`src/cmss_defs.svh`:
```
// Purpose: Offsets, field positions, reset values and timing counts of the clock and module-stop block
// Assumes: 32-bit APB data, one aligned word per register
// Notes: Included by bare name; definitions only
`ifndef CMSS_DEFS_SVH
`define CMSS_DEFS_SVH

`define CMSS_OFS_STOP_A 12'h000
`define CMSS_OFS_STOP_C 12'h004
`define CMSS_OFS_OSC_CTRL 12'h008
`define CMSS_OFS_MAIN_WAIT 12'h00C
`define CMSS_OFS_PLL_WAIT 12'h010
`define CMSS_OFS_PLL_CFG 12'h014
`define CMSS_OFS_CLK_DIV 12'h018
`define CMSS_OFS_CLK_SEL 12'h01C
`define CMSS_OFS_STATUS 12'h020

`define CMSS_BIT_STOP_DMA 28
`define CMSS_BIT_STOP_EXT_DMA 29
`define CMSS_BIT_STOP_RAM0 0
`define CMSS_BIT_STOP_RAM1 1

`define CMSS_BIT_MAIN_EN 0
`define CMSS_BIT_PLL_EN 1
`define CMSS_BIT_FAST_ONCHIP_OSCILLATOR_RUN 2
`define CMSS_BIT_FAST_ONCHIP_OSCILLATOR_PWR 3
`define CMSS_BIT_SUB_EN 4
`define CMSS_BIT_RTC_SUB 5

`define CMSS_WAIT_W 5
`define CMSS_DIV_FW 4
`define CMSS_NUM_DIV 6

`define CMSS_RST_STOP 1'b0
`define CMSS_RST_OSC_CTRL 6'h00
`define CMSS_RST_WAIT 5'h00
`define CMSS_RST_PLL_DIV 2'h0
`define CMSS_RST_PLL_MUL 6'h0F
`define CMSS_RST_CLK_DIV 24'h2222_11
`define CMSS_RST_CLK_SEL 2'h0

`define CMSS_SYS_CLK_NS 10
`define CMSS_FAST_ONCHIP_OSCILLATOR_WAIT_NS 2000
`define CMSS_FAST_ONCHIP_OSCILLATOR_WAIT_CYC ((`CMSS_FAST_ONCHIP_OSCILLATOR_WAIT_NS + `CMSS_SYS_CLK_NS - 1) / `CMSS_SYS_CLK_NS)
`define CMSS_SUB_WAIT_CYC 64
`define CMSS_MAIN_EXTRA_CYC 16384
`define CMSS_PLL_EXTRA_CYC 131072

`endif

```
`src/cmss_pkg.sv`:
```
// Purpose: Types of the clock and module-stop block
// Assumes: Used with cmss_defs.svh
// Notes: Clock source codes match the select field
package cmss_pkg;
  typedef enum logic [1:0] {
    CMSS_SRC_FAST_ONCHIP_OSCILLATOR = 2'h0,
    CMSS_SRC_MAIN = 2'h1,
    CMSS_SRC_SUB = 2'h2,
    CMSS_SRC_PLL = 2'h3
  } cmss_src_e;

  typedef enum logic [1:0] {
    CMSS_SW_IDLE = 2'h0,
    CMSS_SW_GATE_OFF = 2'h1,
    CMSS_SW_SWITCH = 2'h3,
    CMSS_SW_GATE_ON = 2'h2
  } cmss_sw_e;
endpackage

```
`src/cmss_osc_wait.sv`:
```
// Purpose: Stabilisation wait after an oscillator is enabled
// Assumes: Wait code counts 2**code cycles, then EXTRA_CYC more
// Notes: Dropping enable clears the stable flag at once
`timescale 1ns/1ps
`include "cmss_defs.svh"
module cmss_osc_wait #(
  parameter int unsigned EXTRA_CYC = 16
) (
  input wire logic sys_clk, // System clock
  input wire logic rst_b, // Async reset, active low
  input wire logic osc_enable, // Oscillator enabled
  input wire logic [`CMSS_WAIT_W-1:0] wait_code, // Programmed wait code
  output logic stable // Output may reach internal clock
);
  logic [32:0] cnt_reg;
  logic [32:0] target;

  assign target = (33'h0_0000_0001 << wait_code) + 33'(EXTRA_CYC);

  always_ff @(posedge sys_clk or negedge rst_b) begin
    if (!rst_b) begin
      cnt_reg <= 33'h0_0000_0000;
      stable <= 1'b0;
    end else if (!osc_enable) begin
      cnt_reg <= 33'h0_0000_0000;
      stable <= 1'b0;
    end else if (!stable) begin
      cnt_reg <= cnt_reg + 33'h0_0000_0001;
      stable <= (cnt_reg + 33'h0_0000_0001) >= target;
    end
  end
endmodule // cmss_osc_wait

```
`src/cmss_div_tick.sv`:
```
// Purpose: One divided clock enable
// Assumes: Ratio code r divides by 2**r (0 to 7)
// Notes: A new ratio takes effect at once; a count already at or past its end wraps on the next cycle
`timescale 1ns/1ps
`include "cmss_defs.svh"
module cmss_div_tick (
  input wire logic sys_clk, // System clock
  input wire logic rst_b, // Async reset, active low
  input wire logic run, // Source clock gated on
  input wire logic [`CMSS_DIV_FW-1:0] ratio, // Division code
  output logic tick // One pulse per divided period
);
  logic [6:0] cnt_reg;
  logic [6:0] last;

  // Eight bits before the cut so that code 7 still gives 127 and not 63
  assign last = 7'((8'h01 << ratio[2:0]) - 8'h01);

  always_ff @(posedge sys_clk or negedge rst_b) begin
    if (!rst_b) begin
      cnt_reg <= 7'h00;
      tick <= 1'b0;
    end else if (!run) begin
      tick <= 1'b0;
    end else if (cnt_reg >= last) begin
      cnt_reg <= 7'h00;
      tick <= 1'b1;
    end else begin
      cnt_reg <= cnt_reg + 7'h01;
      tick <= 1'b0;
    end
  end
endmodule // cmss_div_tick

```
`src/cmss_top.sv`:
```
// Purpose: Oscillator bring-up, clock source switch, dividers and module-stop bits
// Assumes: APB slave, one wait state on every access
// Notes: Oscillators are modelled by their enable and a counted stabilisation wait
//
// The APB slave port and the register offsets are this design's own decisions.
`timescale 1ns/1ps
`include "cmss_defs.svh"

// Summary of operation
// - Four module-stop bits reset to zero
// - Writing one stops module, zero runs
// - Main clock withheld until wait elapses
// - PLL withheld until its wait elapses
// - Six separate divider ratios, example 2 and 4
// - Fast oscillator run and power separately
// - Main wait adds 16384 cycles
// - PLL wait adds 131072 cycles
module cmss_top
  import cmss_pkg::*;
#(
  parameter int unsigned MAIN_EXTRA_CYC = `CMSS_MAIN_EXTRA_CYC,
  parameter int unsigned PLL_EXTRA_CYC = `CMSS_PLL_EXTRA_CYC
) (
  input wire logic sys_clk, // 100 MHz clock
  input wire logic rst_b, // Async reset, active low
  input wire logic psel, // APB select
  input wire logic penable, // APB access phase
  input wire logic pwrite, // APB write
  input wire logic [11:0] paddr, // APB byte address
  input wire logic [31:0] pwdata, // APB write data
  output logic [31:0] prdata, // APB read data
  output logic pready, // APB ready
  output logic pslverr, // APB error, unmapped address
  output logic stop_bit_dma_transfer, // Transfer engine stopped
  output logic stop_bit_ext_dma, // External DMA engine stopped
  output logic stop_bit_ram_block0, // RAM block 0 stopped
  output logic stop_bit_ram_block1, // RAM block 1 stopped
  output logic main_osc_enable, // Main oscillator enable
  output logic sub_osc_enable, // Sub-clock oscillator enable
  output logic pll_enable, // PLL enable
  output logic [1:0] pll_in_div, // PLL input division code
  output logic [5:0] pll_mul, // PLL multiplication code
  output logic fast_onchip_oscillator_run, // Fast oscillator running
  output logic fast_onchip_oscillator_pwr, // Fast oscillator supply on
  output logic rtc_src_sub, // RTC counts sub-clock when high
  output logic [1:0] sys_clk_src, // Active system clock source
  output logic sys_clk_gate, // System clock gate open
  output logic [`CMSS_NUM_DIV-1:0] div_tick // Core, A, B, bus, flash, bus-ctrl enables
);
  logic [`CMSS_NUM_DIV*`CMSS_DIV_FW-1:0] clk_div_reg;
  logic [`CMSS_WAIT_W-1:0] main_wait_reg;
  logic [`CMSS_WAIT_W-1:0] pll_wait_reg;
  cmss_src_e sel_req_reg;
  cmss_src_e active_reg;
  cmss_sw_e sw_state_reg;
  logic main_stable;
  logic pll_stable;
  logic fast_onchip_oscillator_ready;
  logic sub_stable;
  logic src_ready;
  logic wr_en;
  logic rd_en;
  logic hit;
  logic [31:0] rd_next;

  // APB decode
  always_comb begin
    hit = 1'b1;
    rd_next = 32'h0000_0000;
    case (paddr)
      `CMSS_OFS_STOP_A: begin
        rd_next[`CMSS_BIT_STOP_DMA] = stop_bit_dma_transfer;
        rd_next[`CMSS_BIT_STOP_EXT_DMA] = stop_bit_ext_dma;
      end
      `CMSS_OFS_STOP_C: begin
        rd_next[`CMSS_BIT_STOP_RAM0] = stop_bit_ram_block0;
        rd_next[`CMSS_BIT_STOP_RAM1] = stop_bit_ram_block1;
      end
      `CMSS_OFS_OSC_CTRL: begin
        rd_next[`CMSS_BIT_MAIN_EN] = main_osc_enable;
        rd_next[`CMSS_BIT_PLL_EN] = pll_enable;
        rd_next[`CMSS_BIT_FAST_ONCHIP_OSCILLATOR_RUN] = fast_onchip_oscillator_run;
        rd_next[`CMSS_BIT_FAST_ONCHIP_OSCILLATOR_PWR] = fast_onchip_oscillator_pwr;
        rd_next[`CMSS_BIT_SUB_EN] = sub_osc_enable;
        rd_next[`CMSS_BIT_RTC_SUB] = rtc_src_sub;
      end
      `CMSS_OFS_MAIN_WAIT: rd_next[`CMSS_WAIT_W-1:0] = main_wait_reg;
      `CMSS_OFS_PLL_WAIT: rd_next[`CMSS_WAIT_W-1:0] = pll_wait_reg;
      `CMSS_OFS_PLL_CFG: rd_next[13:0] = {pll_mul, 6'h00, pll_in_div};
      `CMSS_OFS_CLK_DIV: rd_next[`CMSS_NUM_DIV*`CMSS_DIV_FW-1:0] = clk_div_reg;
      `CMSS_OFS_CLK_SEL: rd_next[1:0] = sel_req_reg;
      `CMSS_OFS_STATUS: rd_next[7:0] = {sw_state_reg != CMSS_SW_IDLE, active_reg, sub_stable,
                                        fast_onchip_oscillator_ready, pll_stable, main_stable, 1'b0};
      default: hit = 1'b0;
    endcase
  end

  // One wait state: pready rises in the second access cycle
  assign wr_en = psel & penable & pready & pwrite & hit;
  assign rd_en = psel & penable & ~pready;

  always_ff @(posedge sys_clk or negedge rst_b) begin
    if (!rst_b) begin
      pready <= 1'b0;
      pslverr <= 1'b0;
      prdata <= 32'h0000_0000;
    end else begin
      pready <= rd_en;
      pslverr <= rd_en & ~hit;
      prdata <= (rd_en & ~pwrite) ? rd_next : 32'h0000_0000;
    end
  end

  always_ff @(posedge sys_clk or negedge rst_b) begin
    if (!rst_b) begin
      stop_bit_dma_transfer <= `CMSS_RST_STOP;
      stop_bit_ext_dma <= `CMSS_RST_STOP;
      stop_bit_ram_block0 <= `CMSS_RST_STOP;
      stop_bit_ram_block1 <= `CMSS_RST_STOP;
    end else if (wr_en && paddr == `CMSS_OFS_STOP_A) begin
      stop_bit_dma_transfer <= pwdata[`CMSS_BIT_STOP_DMA];
      stop_bit_ext_dma <= pwdata[`CMSS_BIT_STOP_EXT_DMA];
    end else if (wr_en && paddr == `CMSS_OFS_STOP_C) begin
      stop_bit_ram_block0 <= pwdata[`CMSS_BIT_STOP_RAM0];
      stop_bit_ram_block1 <= pwdata[`CMSS_BIT_STOP_RAM1];
    end
  end

  always_ff @(posedge sys_clk or negedge rst_b) begin
    if (!rst_b) begin
      {rtc_src_sub, sub_osc_enable, fast_onchip_oscillator_pwr, fast_onchip_oscillator_run,
       pll_enable, main_osc_enable} <= `CMSS_RST_OSC_CTRL;
    end else if (wr_en && paddr == `CMSS_OFS_OSC_CTRL) begin
      main_osc_enable <= pwdata[`CMSS_BIT_MAIN_EN];
      pll_enable <= pwdata[`CMSS_BIT_PLL_EN];
      fast_onchip_oscillator_run <= pwdata[`CMSS_BIT_FAST_ONCHIP_OSCILLATOR_RUN];
      fast_onchip_oscillator_pwr <= pwdata[`CMSS_BIT_FAST_ONCHIP_OSCILLATOR_PWR];
      sub_osc_enable <= pwdata[`CMSS_BIT_SUB_EN];
      rtc_src_sub <= pwdata[`CMSS_BIT_RTC_SUB];
    end
  end

  // Wait codes and PLL ratios; software must set them before enabling
  always_ff @(posedge sys_clk or negedge rst_b) begin
    if (!rst_b) begin
      main_wait_reg <= `CMSS_RST_WAIT;
      pll_wait_reg <= `CMSS_RST_WAIT;
      pll_in_div <= `CMSS_RST_PLL_DIV;
      pll_mul <= `CMSS_RST_PLL_MUL;
    end else if (wr_en) begin
      if (paddr == `CMSS_OFS_MAIN_WAIT) begin
        main_wait_reg <= pwdata[`CMSS_WAIT_W-1:0];
      end
      if (paddr == `CMSS_OFS_PLL_WAIT) begin
        pll_wait_reg <= pwdata[`CMSS_WAIT_W-1:0];
      end
      if (paddr == `CMSS_OFS_PLL_CFG) begin
        pll_in_div <= pwdata[1:0];
        pll_mul <= pwdata[13:8];
      end
    end
  end

  always_ff @(posedge sys_clk or negedge rst_b) begin
    if (!rst_b) begin
      clk_div_reg <= `CMSS_RST_CLK_DIV;
    end else if (wr_en && paddr == `CMSS_OFS_CLK_DIV) begin
      clk_div_reg <= pwdata[`CMSS_NUM_DIV*`CMSS_DIV_FW-1:0];
    end
  end

  always_ff @(posedge sys_clk or negedge rst_b) begin
    if (!rst_b) begin
      sel_req_reg <= cmss_src_e'(`CMSS_RST_CLK_SEL);
    end else if (wr_en && paddr == `CMSS_OFS_CLK_SEL) begin
      sel_req_reg <= cmss_src_e'(pwdata[1:0]);
    end
  end

  cmss_osc_wait #(
    .EXTRA_CYC(MAIN_EXTRA_CYC)
  ) u_main_wait (
    .sys_clk(sys_clk),
    .rst_b(rst_b),
    .osc_enable(main_osc_enable),
    .wait_code(main_wait_reg),
    .stable(main_stable)
  );

  cmss_osc_wait #(
    .EXTRA_CYC(PLL_EXTRA_CYC)
  ) u_pll_wait (
    .sys_clk(sys_clk),
    .rst_b(rst_b),
    .osc_enable(pll_enable & main_stable),
    .wait_code(pll_wait_reg),
    .stable(pll_stable)
  );

  cmss_osc_wait #(
    .EXTRA_CYC(`CMSS_FAST_ONCHIP_OSCILLATOR_WAIT_CYC)
  ) u_fast_onchip_oscillator_wait (
    .sys_clk(sys_clk),
    .rst_b(rst_b),
    .osc_enable(fast_onchip_oscillator_run & fast_onchip_oscillator_pwr),
    .wait_code(`CMSS_RST_WAIT),
    .stable(fast_onchip_oscillator_ready)
  );

  cmss_osc_wait #(
    .EXTRA_CYC(`CMSS_SUB_WAIT_CYC)
  ) u_sub_wait (
    .sys_clk(sys_clk),
    .rst_b(rst_b),
    .osc_enable(sub_osc_enable),
    .wait_code(`CMSS_RST_WAIT),
    .stable(sub_stable)
  );

  always_comb begin
    case (sel_req_reg)
      CMSS_SRC_FAST_ONCHIP_OSCILLATOR: src_ready = fast_onchip_oscillator_ready;
      CMSS_SRC_MAIN: src_ready = main_stable;
      CMSS_SRC_SUB: src_ready = sub_stable;
      CMSS_SRC_PLL: src_ready = pll_stable;
      default: src_ready = 1'b0;
    endcase
  end

  // stable source only
  // Gate closes for three cycles around the change so no short pulse escapes
  always_ff @(posedge sys_clk or negedge rst_b) begin
    if (!rst_b) begin
      sw_state_reg <= CMSS_SW_IDLE;
      active_reg <= cmss_src_e'(`CMSS_RST_CLK_SEL);
      sys_clk_gate <= 1'b1;
    end else begin
      case (sw_state_reg)
        CMSS_SW_IDLE: begin
          if (sel_req_reg != active_reg && src_ready) begin
            sw_state_reg <= CMSS_SW_GATE_OFF;
            sys_clk_gate <= 1'b0;
          end
        end
        CMSS_SW_GATE_OFF: begin
          sw_state_reg <= CMSS_SW_SWITCH;
        end
        CMSS_SW_SWITCH: begin
          // Request withdrawn or source lost: stay on the old source
          if (src_ready) begin
            active_reg <= sel_req_reg;
          end
          sw_state_reg <= CMSS_SW_GATE_ON;
        end
        CMSS_SW_GATE_ON: begin
          sys_clk_gate <= 1'b1;
          sw_state_reg <= CMSS_SW_IDLE;
        end
        default: begin
          sw_state_reg <= CMSS_SW_IDLE;
          sys_clk_gate <= 1'b1;
        end
      endcase
    end
  end

  always_ff @(posedge sys_clk or negedge rst_b) begin
    if (!rst_b) begin
      sys_clk_src <= `CMSS_RST_CLK_SEL;
    end else begin
      sys_clk_src <= active_reg;
    end
  end

  genvar gi;
  generate
    for (gi = 0; gi < `CMSS_NUM_DIV; gi++) begin : g_div
      cmss_div_tick u_div (
        .sys_clk(sys_clk),
        .rst_b(rst_b),
        .run(sys_clk_gate),
        .ratio(clk_div_reg[gi*`CMSS_DIV_FW +: `CMSS_DIV_FW]),
        .tick(div_tick[gi])
      );
    end
  endgenerate
endmodule // cmss_top

```
`config.mk`:
```
export PLATFORM = sky130hd
export DESIGN_NAME = cmss_top
export DESIGN_NICKNAME = d
export VERILOG_FILES = /design/src/cmss_pkg.sv /design/src/cmss_osc_wait.sv /design/src/cmss_div_tick.sv /design/src/cmss_top.sv
export VERILOG_INCLUDE_DIRS = /design/src
export SDC_FILE = /design/constraint.sdc
export NUM_CORES = 1
export LEC_CHECK = 0
export ABC_AREA = 1
export BUFFER_PORTS_ARGS = -buffer_cell sky130_fd_sc_hd__buf_4
export CORE_ASPECT_RATIO = 0.7
export CORE_MARGIN = 3
export CORE_UTILIZATION = 50
export CTS_CLUSTER_DIAMETER = 200
export DETAILED_ROUTE_END_ITERATION = 10
export PLACE_DENSITY = 0.68
export SETUP_SLACK_MARGIN = 0.3
export SYNTH_ARGS = -nofsm -noshare
export SYNTH_HDL_FRONTEND = slang
export SYNTH_SLANG_ARGS = --single-unit
```
`constraint.sdc`:
```
create_clock -name sys_clk -period 4.6 [get_ports sys_clk]
set_input_delay 0.69 -clock sys_clk [delete_from_list [all_inputs] [get_ports sys_clk]]
set_output_delay 0.69 -clock sys_clk [all_outputs]
set_load 0.005 [all_outputs]
```
# [Yosys cells after proc, flatten, opt, wreduce, memory -nomap -nowiden]
# Cells that the tools add are included.
[op_classes] n_addsub=18 n_mul=0 div_mod_pow=0 magnitude_cmp=10 n_eq_ne=20 shifts=8 mux=48 bitwise=13 n_reduce_logical=18
[op_table] operator="two-way mux 33 bit" count=8
[op_table] operator="adder 33 x 1 -> 33 bit (second input constant)" count=4
[op_table] operator=">= comparator 33 bit" count=2
[op_table] operator="<< shifter 1 x 5 -> 33 bit (first input constant)" count=2
[op_table] operator="equality test 12 x 5 -> 1 bit (second input constant)" count=4
[op_table] operator="adder 7 x 1 -> 7 bit (second input constant)" count=6
[op_table] operator=">= comparator 7 bit" count=6
[op_table] operator="two-way mux 7 bit" count=6
[op_table] operator="<< shifter 1 x 3 -> 7 bit (first input constant)" count=6
[op_table] operator="subtractor 7 x 1 -> 7 bit (second input constant)" count=6
[op_table] operator="adder 33 x 15 -> 33 bit (second input constant)" count=1
[op_table] operator="adder 33 x 18 -> 33 bit (second input constant)" count=1
[op_table] operator=">= comparator 33 x 7 -> 1 bit (second input constant)" count=1
[op_table] operator=">= comparator 33 x 8 -> 1 bit (second input constant)" count=1
[op_table] operator="two-way mux 30 bit" count=1
[op_table] operator="equality test 12 x 4 -> 1 bit (second input constant)" count=2
[op_table] operator="two-way mux 1 bit" count=22
[op_table] operator="one-hot mux 2 bit (8 select lines)" count=1
[op_table] operator="one-hot mux 3 bit (5 select lines)" count=1
[op_table] operator="equality test 12 x 3 -> 1 bit (second input constant)" count=1
[op_table] operator="equality test 12 x 6 -> 1 bit (second input constant)" count=1
[op_table] operator="zero test 12 bit" count=1
[op_table] operator="one-hot mux 6 bit (2 select lines)" count=1
[op_table] operator="AND reduction 2 bit" count=6
[op_table] operator="other kinds (17)" count=44
[word_totals] ff_bits=277 latch_bits=0 ram_bits=0 romBits=0 inputBits=49 output_inout_bits=61 word_cells=178 n_memories=0

# [Logic depth before layout (Yosys ltp)]
[logic_depth] depth_word=7 depth_mapped=21 ltp_nobuf=21

# [By module]
# From an unflattened synthesis, not the netlist that was laid out.
[hier_totals] hier_cells=2985 hier_area_um2=21533.2
[by_module_without_submodules] mod="cmss_top" n_inst=1 cells_per_inst=488 area_each_um2=4125.2 seq_area_each_um2=2240.9
[by_module_without_submodules] mod="cmss_div_tick" n_inst=6 cells_per_inst=79 area_each_um2=635.6 seq_area_each_um2=200.2
[by_module_without_submodules] mod="cmss_osc_wait at u_sub_wait" n_inst=1 cells_per_inst=516 area_each_um2=3500.9 seq_area_each_um2=850.8
[by_module_without_submodules] mod="cmss_osc_wait at u_main_wait" n_inst=1 cells_per_inst=508 area_each_um2=3370.7 seq_area_each_um2=850.8
[by_module_without_submodules] mod="cmss_osc_wait at u_fast_onchip_oscillator_wait" n_inst=1 cells_per_inst=497 area_each_um2=3364.5 seq_area_each_um2=850.8
[by_module_without_submodules] mod="cmss_osc_wait at u_pll_wait" n_inst=1 cells_per_inst=502 area_each_um2=3358.2 seq_area_each_um2=850.8

# [Worst setup path before layout]
# OpenSTA, ideal clock, no wires.
[synth_timing] kind="reg2reg" start="register u_pll_wait.cnt_reg[0]" end="register u_pll_wait.stable" setup_time_ns=0.071 arrival_time_ns=2.789 required_ns=4.529 path_slack_ns=1.739 path_stages_with_launch=21 n_path_buf=0 synth_period_minus_slack_ns=2.861 cell_sequence="dfrtp_1 -> ha_1 -> nand2_1 -> inv_1 -> nand3_1 -> nor2_1 -> nand3_1 -> nor2_1 -> inv_1 -> nor2_1 -> nand2_1 -> xor2_1 -> ha_1 -> nand2_1 -> nor2_1 -> nand2_1 -> nor4_1 -> nand4_1 -> nand4_1 -> nor2_1 -> nor2_1"
[synth_via] elab_chain_cells=4
[synth_lines] item="from (decl)" line="cmss_osc_wait.sv:15" source="logic [32:0] cnt_reg;"
[synth_lines] item="from (signal assigned)" line="cmss_osc_wait.sv:28" source="cnt_reg <= cnt_reg + 33'h0_0000_0001;"
[synth_lines] item="adder 33 x 1 -> 33 bit" line="cmss_osc_wait.sv:29" source="stable <= (cnt_reg + 33'h0_0000_0001) >= target;"
[synth_lines] item=">= comparator 33 bit" line="cmss_osc_wait.sv:29"
[synth_lines] item="two-way mux 1 bit" line="cmss_osc_wait.sv:27" source="end else if (!stable) begin"
[synth_lines] item="two-way mux 1 bit" line="cmss_osc_wait.sv:24" source="end else if (!osc_enable) begin"
[synth_lines] item="to (signal assigned)" line="cmss_osc_wait.sv:29"
[synth_lines] item="to (decl)" line="cmss_osc_wait.sv:13" source="output logic stable"
# Every way passes these cells.
# A chain may end at the register's enable or synchronous reset.

# [Worst setup path after layout]
# Ends and elaborated chain as after synthesis.

==> results.toml <==
[outcome]
outcome = "complete, no violations"

[finish]
multiInputGateArea_um2 = 9534
final_area_um2 = 20080
largest_reg_flops = 42
final_cells = 2969
nNetsFinal = 2645
fillers = 3208
drive_above_1_share_pct = 9.054
area_growth_pct = 12.29
regArea_um2 = 6845

[power_and_ir_drop]
ir_worst_vdd_mv = 0.2966
p_sw_mw = 1.234
clockPowerShare_pct = 50.4
cellLeakagePower_nw = 9.662
combPwrFrac_pct = 4.3
power.share.switching_pct = 22.75
p_int_mw = 4.191
p_total_mw = 5.424
power_density_nw_per_um2 = 270.1
pwr-share-seq_pct = 45.3

[synth]
ys.flop_type = "dfrtp_1"
synth_seq_cells = 273
syn_area_um2 = 17890
synth_edf_count = 0
async_flop_share_pct = 100.0
syn_avg_cell_area_um2 = 7.452
yosys.area.top_type_share_pct = 36.66
synthTopCellsByArea = "dfrtp_1, nand2_1, ha_1"
ys_types = 53
ys_seq_area_share_pct = 38.27
yosysWarnings = 0
yosysTopAreaCell = "dfrtp_1"
netlist_instances = 2400

[setup_path]
startpoint = "u_pll_wait.cnt_reg[0]$_DFFE_PN0P_"
crit_arrival_ps = 4140
critPathTopFamily = "simple AND/OR/NAND/NOR gates"
critPathMaxFanout = 5
cp_num_buf_inv = 2
ff2ff_path_depth = 20
cp_slowest_stage_delay_ps = 440
setup.worst_path.end_class = "flop"
timing.rr.end = "u_pll_wait.stable$_DFF_PN0_"
worstPathRequired_ps = 5130
cp-start-kind = "flop"
crit_top_cell = "nor2_1"
crit_type = "flop to flop"
rrSetupSlack_ps = 980
worstPathCellList = "ha_1 > nand2_1 > inv_1 > nand3_1 > nor2_1 > nand3_1 > nor2_1 > inv_1 > nor2_1 > nand2_1 > xor2_1 > ha_1 > nand2_1 > nor2_1 > nand2_1 > nor4_1 > nand4_1 > nand4_1 > nor2_1 > nor2_1"
reg2reg_from = "u_pll_wait.cnt_reg[0]$_DFFE_PN0P_"
crit_slowest_cell = "dfrtp_1"

[cts]
cts_hold_buf = 0
htreeDepth = 1
clk_latency_ps = 590
clk_pin_slew_worst_paths_ps = 70
cts_tree = "built"
postCtsSetupBuffers = 0
cts_sinks = 273
clk_root_buffer_cell = "clkbuf_16"
postCtsResizedCells = 0
numCtsBuffers = 30
clockBufferDepth = 3

[die]
io_pins = 110
design.core.area_um2 = 34950
die_y_um = 164.2
row_count = 57
start_util_pct = 51.18
die-area_um2 = 38110
die_w_um = 232.1

[sta]
final_hold_viol_count = 0
slew_viol_final = 0
post-route-min-period_ps = 3617
setup_violations = 0
finalWorstSetupSlack_ps = 983.1
tightestPinTransition_ps = 1166
slew_headroom_pct = 21.95
fin_setup_tns_ps = 0
rsz0062_at_grt = "no"
max_freq_mhz = 276.5
finalCritPeriodShare_pct = 78.63
fin_skew_ps = 21.73

[place]
pre_cts_ws_ps = 1068
post_dp_cell_area_um2 = 18950
dp_hpwl_mm = 36.74
numPortBuffers = 97
dp_cells = 2912
place_congestion = 0.9886

[detailed_routing]
vias_per_cell = 5.620
ant_nets = 0
drt-pass1-iter-count = 6
vias = 16690
detail_route.wl_per_cell_um = 16.61
wirelength_mm = 49.31
drc_errors = 0
drtIter0Drc = 1606

[flow_run]
drv_cap = 0

[global_route]
antenna_found_initial = 1
grt_pass1_wl_mm = 80.34
grt_overflow = 0
track_usage_pct = 25.85
grt_max_degree = 134
first_global_vias = 15560

[worst_hold_path]
hp-class = "input pin to async pin"
## worst max path at each step
stage,end,cells after the start,slack (ps)
5_1_grt,u_pll_wait.stable$_DFF_PN0_,20,570
6_report,u_pll_wait.stable$_DFF_PN0_,20,980
4_1_cts,u_pll_wait.stable$_DFF_PN0_,20,1040
3_3_place_gp,u_pll_wait.stable$_DFF_PN0_,20,1150
3_5_place_dp,u_pll_wait.stable$_DFF_PN0_,20,1070
2_1_floorplan,u_pll_wait.stable$_DFF_PN0_,20,1740
## metal layers
| layer | vias up | GRT usage (%) | share of wire [%] | wire length [um] |
|---|---|---|---|---|
| li1 | 8148 | - | - | - |
| met1 | 7856 | 39.32 | 48 | 23520 |
| met2 | 601 | 38.13 | 42 | 20660 |
| met3 | 81 | 3.831 | 7.4 | 3670 |
| met4 | 0 | 7.316 | 3.0 | 1457 |
| met5 | - | 0.2604 | 0 | 0 |
## layout by cell type (no fill, tap or decap), types with 7 or more instances in the layout
master     netlist  layout
nand2_2         16      16
o21ai_0        155     155
dfstp_2         11      11
conb_1           2       8
nor4_1          17      17
dfrtp_1        262     262
o21ai_2         16      16
clkbuf_16        0      30
nand2_1        543     543
nor2_1         242     242
a21oi_1         81      81
nand4_1         87      87
inv_1          309     309
nand3_1        168     168
bufinv_16        0       7
ha_1           124     124
xnor2_1          7       7
nor2_2           7       7
or2_2            7       7
nor3_1          58      58
o22ai_1         82      82
nor3b_1          8       8
buf_4           12     100
xor2_1          75      75
## worst reg2reg max path: stages (launching register included)
cell     delay (ps)
dfrtp_1         440
ha_1            210
nand2_1          70
inv_1           120
nand3_1         150
nor2_1          250
nand3_1         160
nor2_1          250
inv_1           130
nor2_1          230
nand2_1         100
xor2_1          170
ha_1            320
nand2_1          60
nor2_1          120
nand2_1         100
nor4_1          300
nand4_1         140
nand4_1         120
nor2_1           40
nor2_1           70
## cells in the mapped netlist, types with 58 or more instances
cell and instances:
nand4_1 87, ha_1 124, nor3_1 58, dfrtp_1 262, xor2_1 75, nand2_1 543
o22ai_1 82, nand3_1 168, nor2_1 242, inv_1 309, o21ai_0 155, a21oi_1 81
## through the flow
stage / hold WS [ps] / utilization, %
2_1_floorplan: 394.4 / -
3_3_place_gp: 428.1 / 54.24
3_5_place_dp: 429.5 / 54.24
4_1_cts: 267.7 / 57.47
5_1_grt: 292.4 / 57.47
6_report: 252.0 / 57.47
## logic make-up after synthesis
logic type / share of synthesized area [%]
multiplexers: 0.1259
AO/OA/AOI/OAI: 11.43
flip-flops: 38.27
AND/OR/NAND/NOR: 28.89
buffers and inverters: 8.548
XOR/XNOR: 4.015
other: 0.04199
adder cells (fa/ha/maj): 8.674
## final cells by class
| cell class | instances | area share [%] |
|---|---|---|
| multi-input cells | 1750 | 47.47 |
| flip-flops and latches | 273 | 34.08 |
| inverters | 314 | 5.868 |
| clock buffers | 39 | 4.205 |
| repair buffers | 103 | 4.012 |
| well taps | 472 | 2.940 |
| clock inverters | 17 | 1.408 |
| diodes | 1 | 0.01246 |
## power by group through the flow
| stage | logic, mW | registers (mW) | clock network, mW |
|---|---|---|---|
| floorplan | 0.114 | 2.49 | 0 |
| global placement | 0.224 | 2.50 | 0 |
| detailed placement | 0.234 | 2.50 | 0 |
| CTS | 0.236 | 2.45 | 2.80 |
| global route | 0.267 | 2.46 | 2.90 |
| finish | 0.234 | 2.45 | 2.74 |
Note: power is estimated with default switching activity, not from simulation.
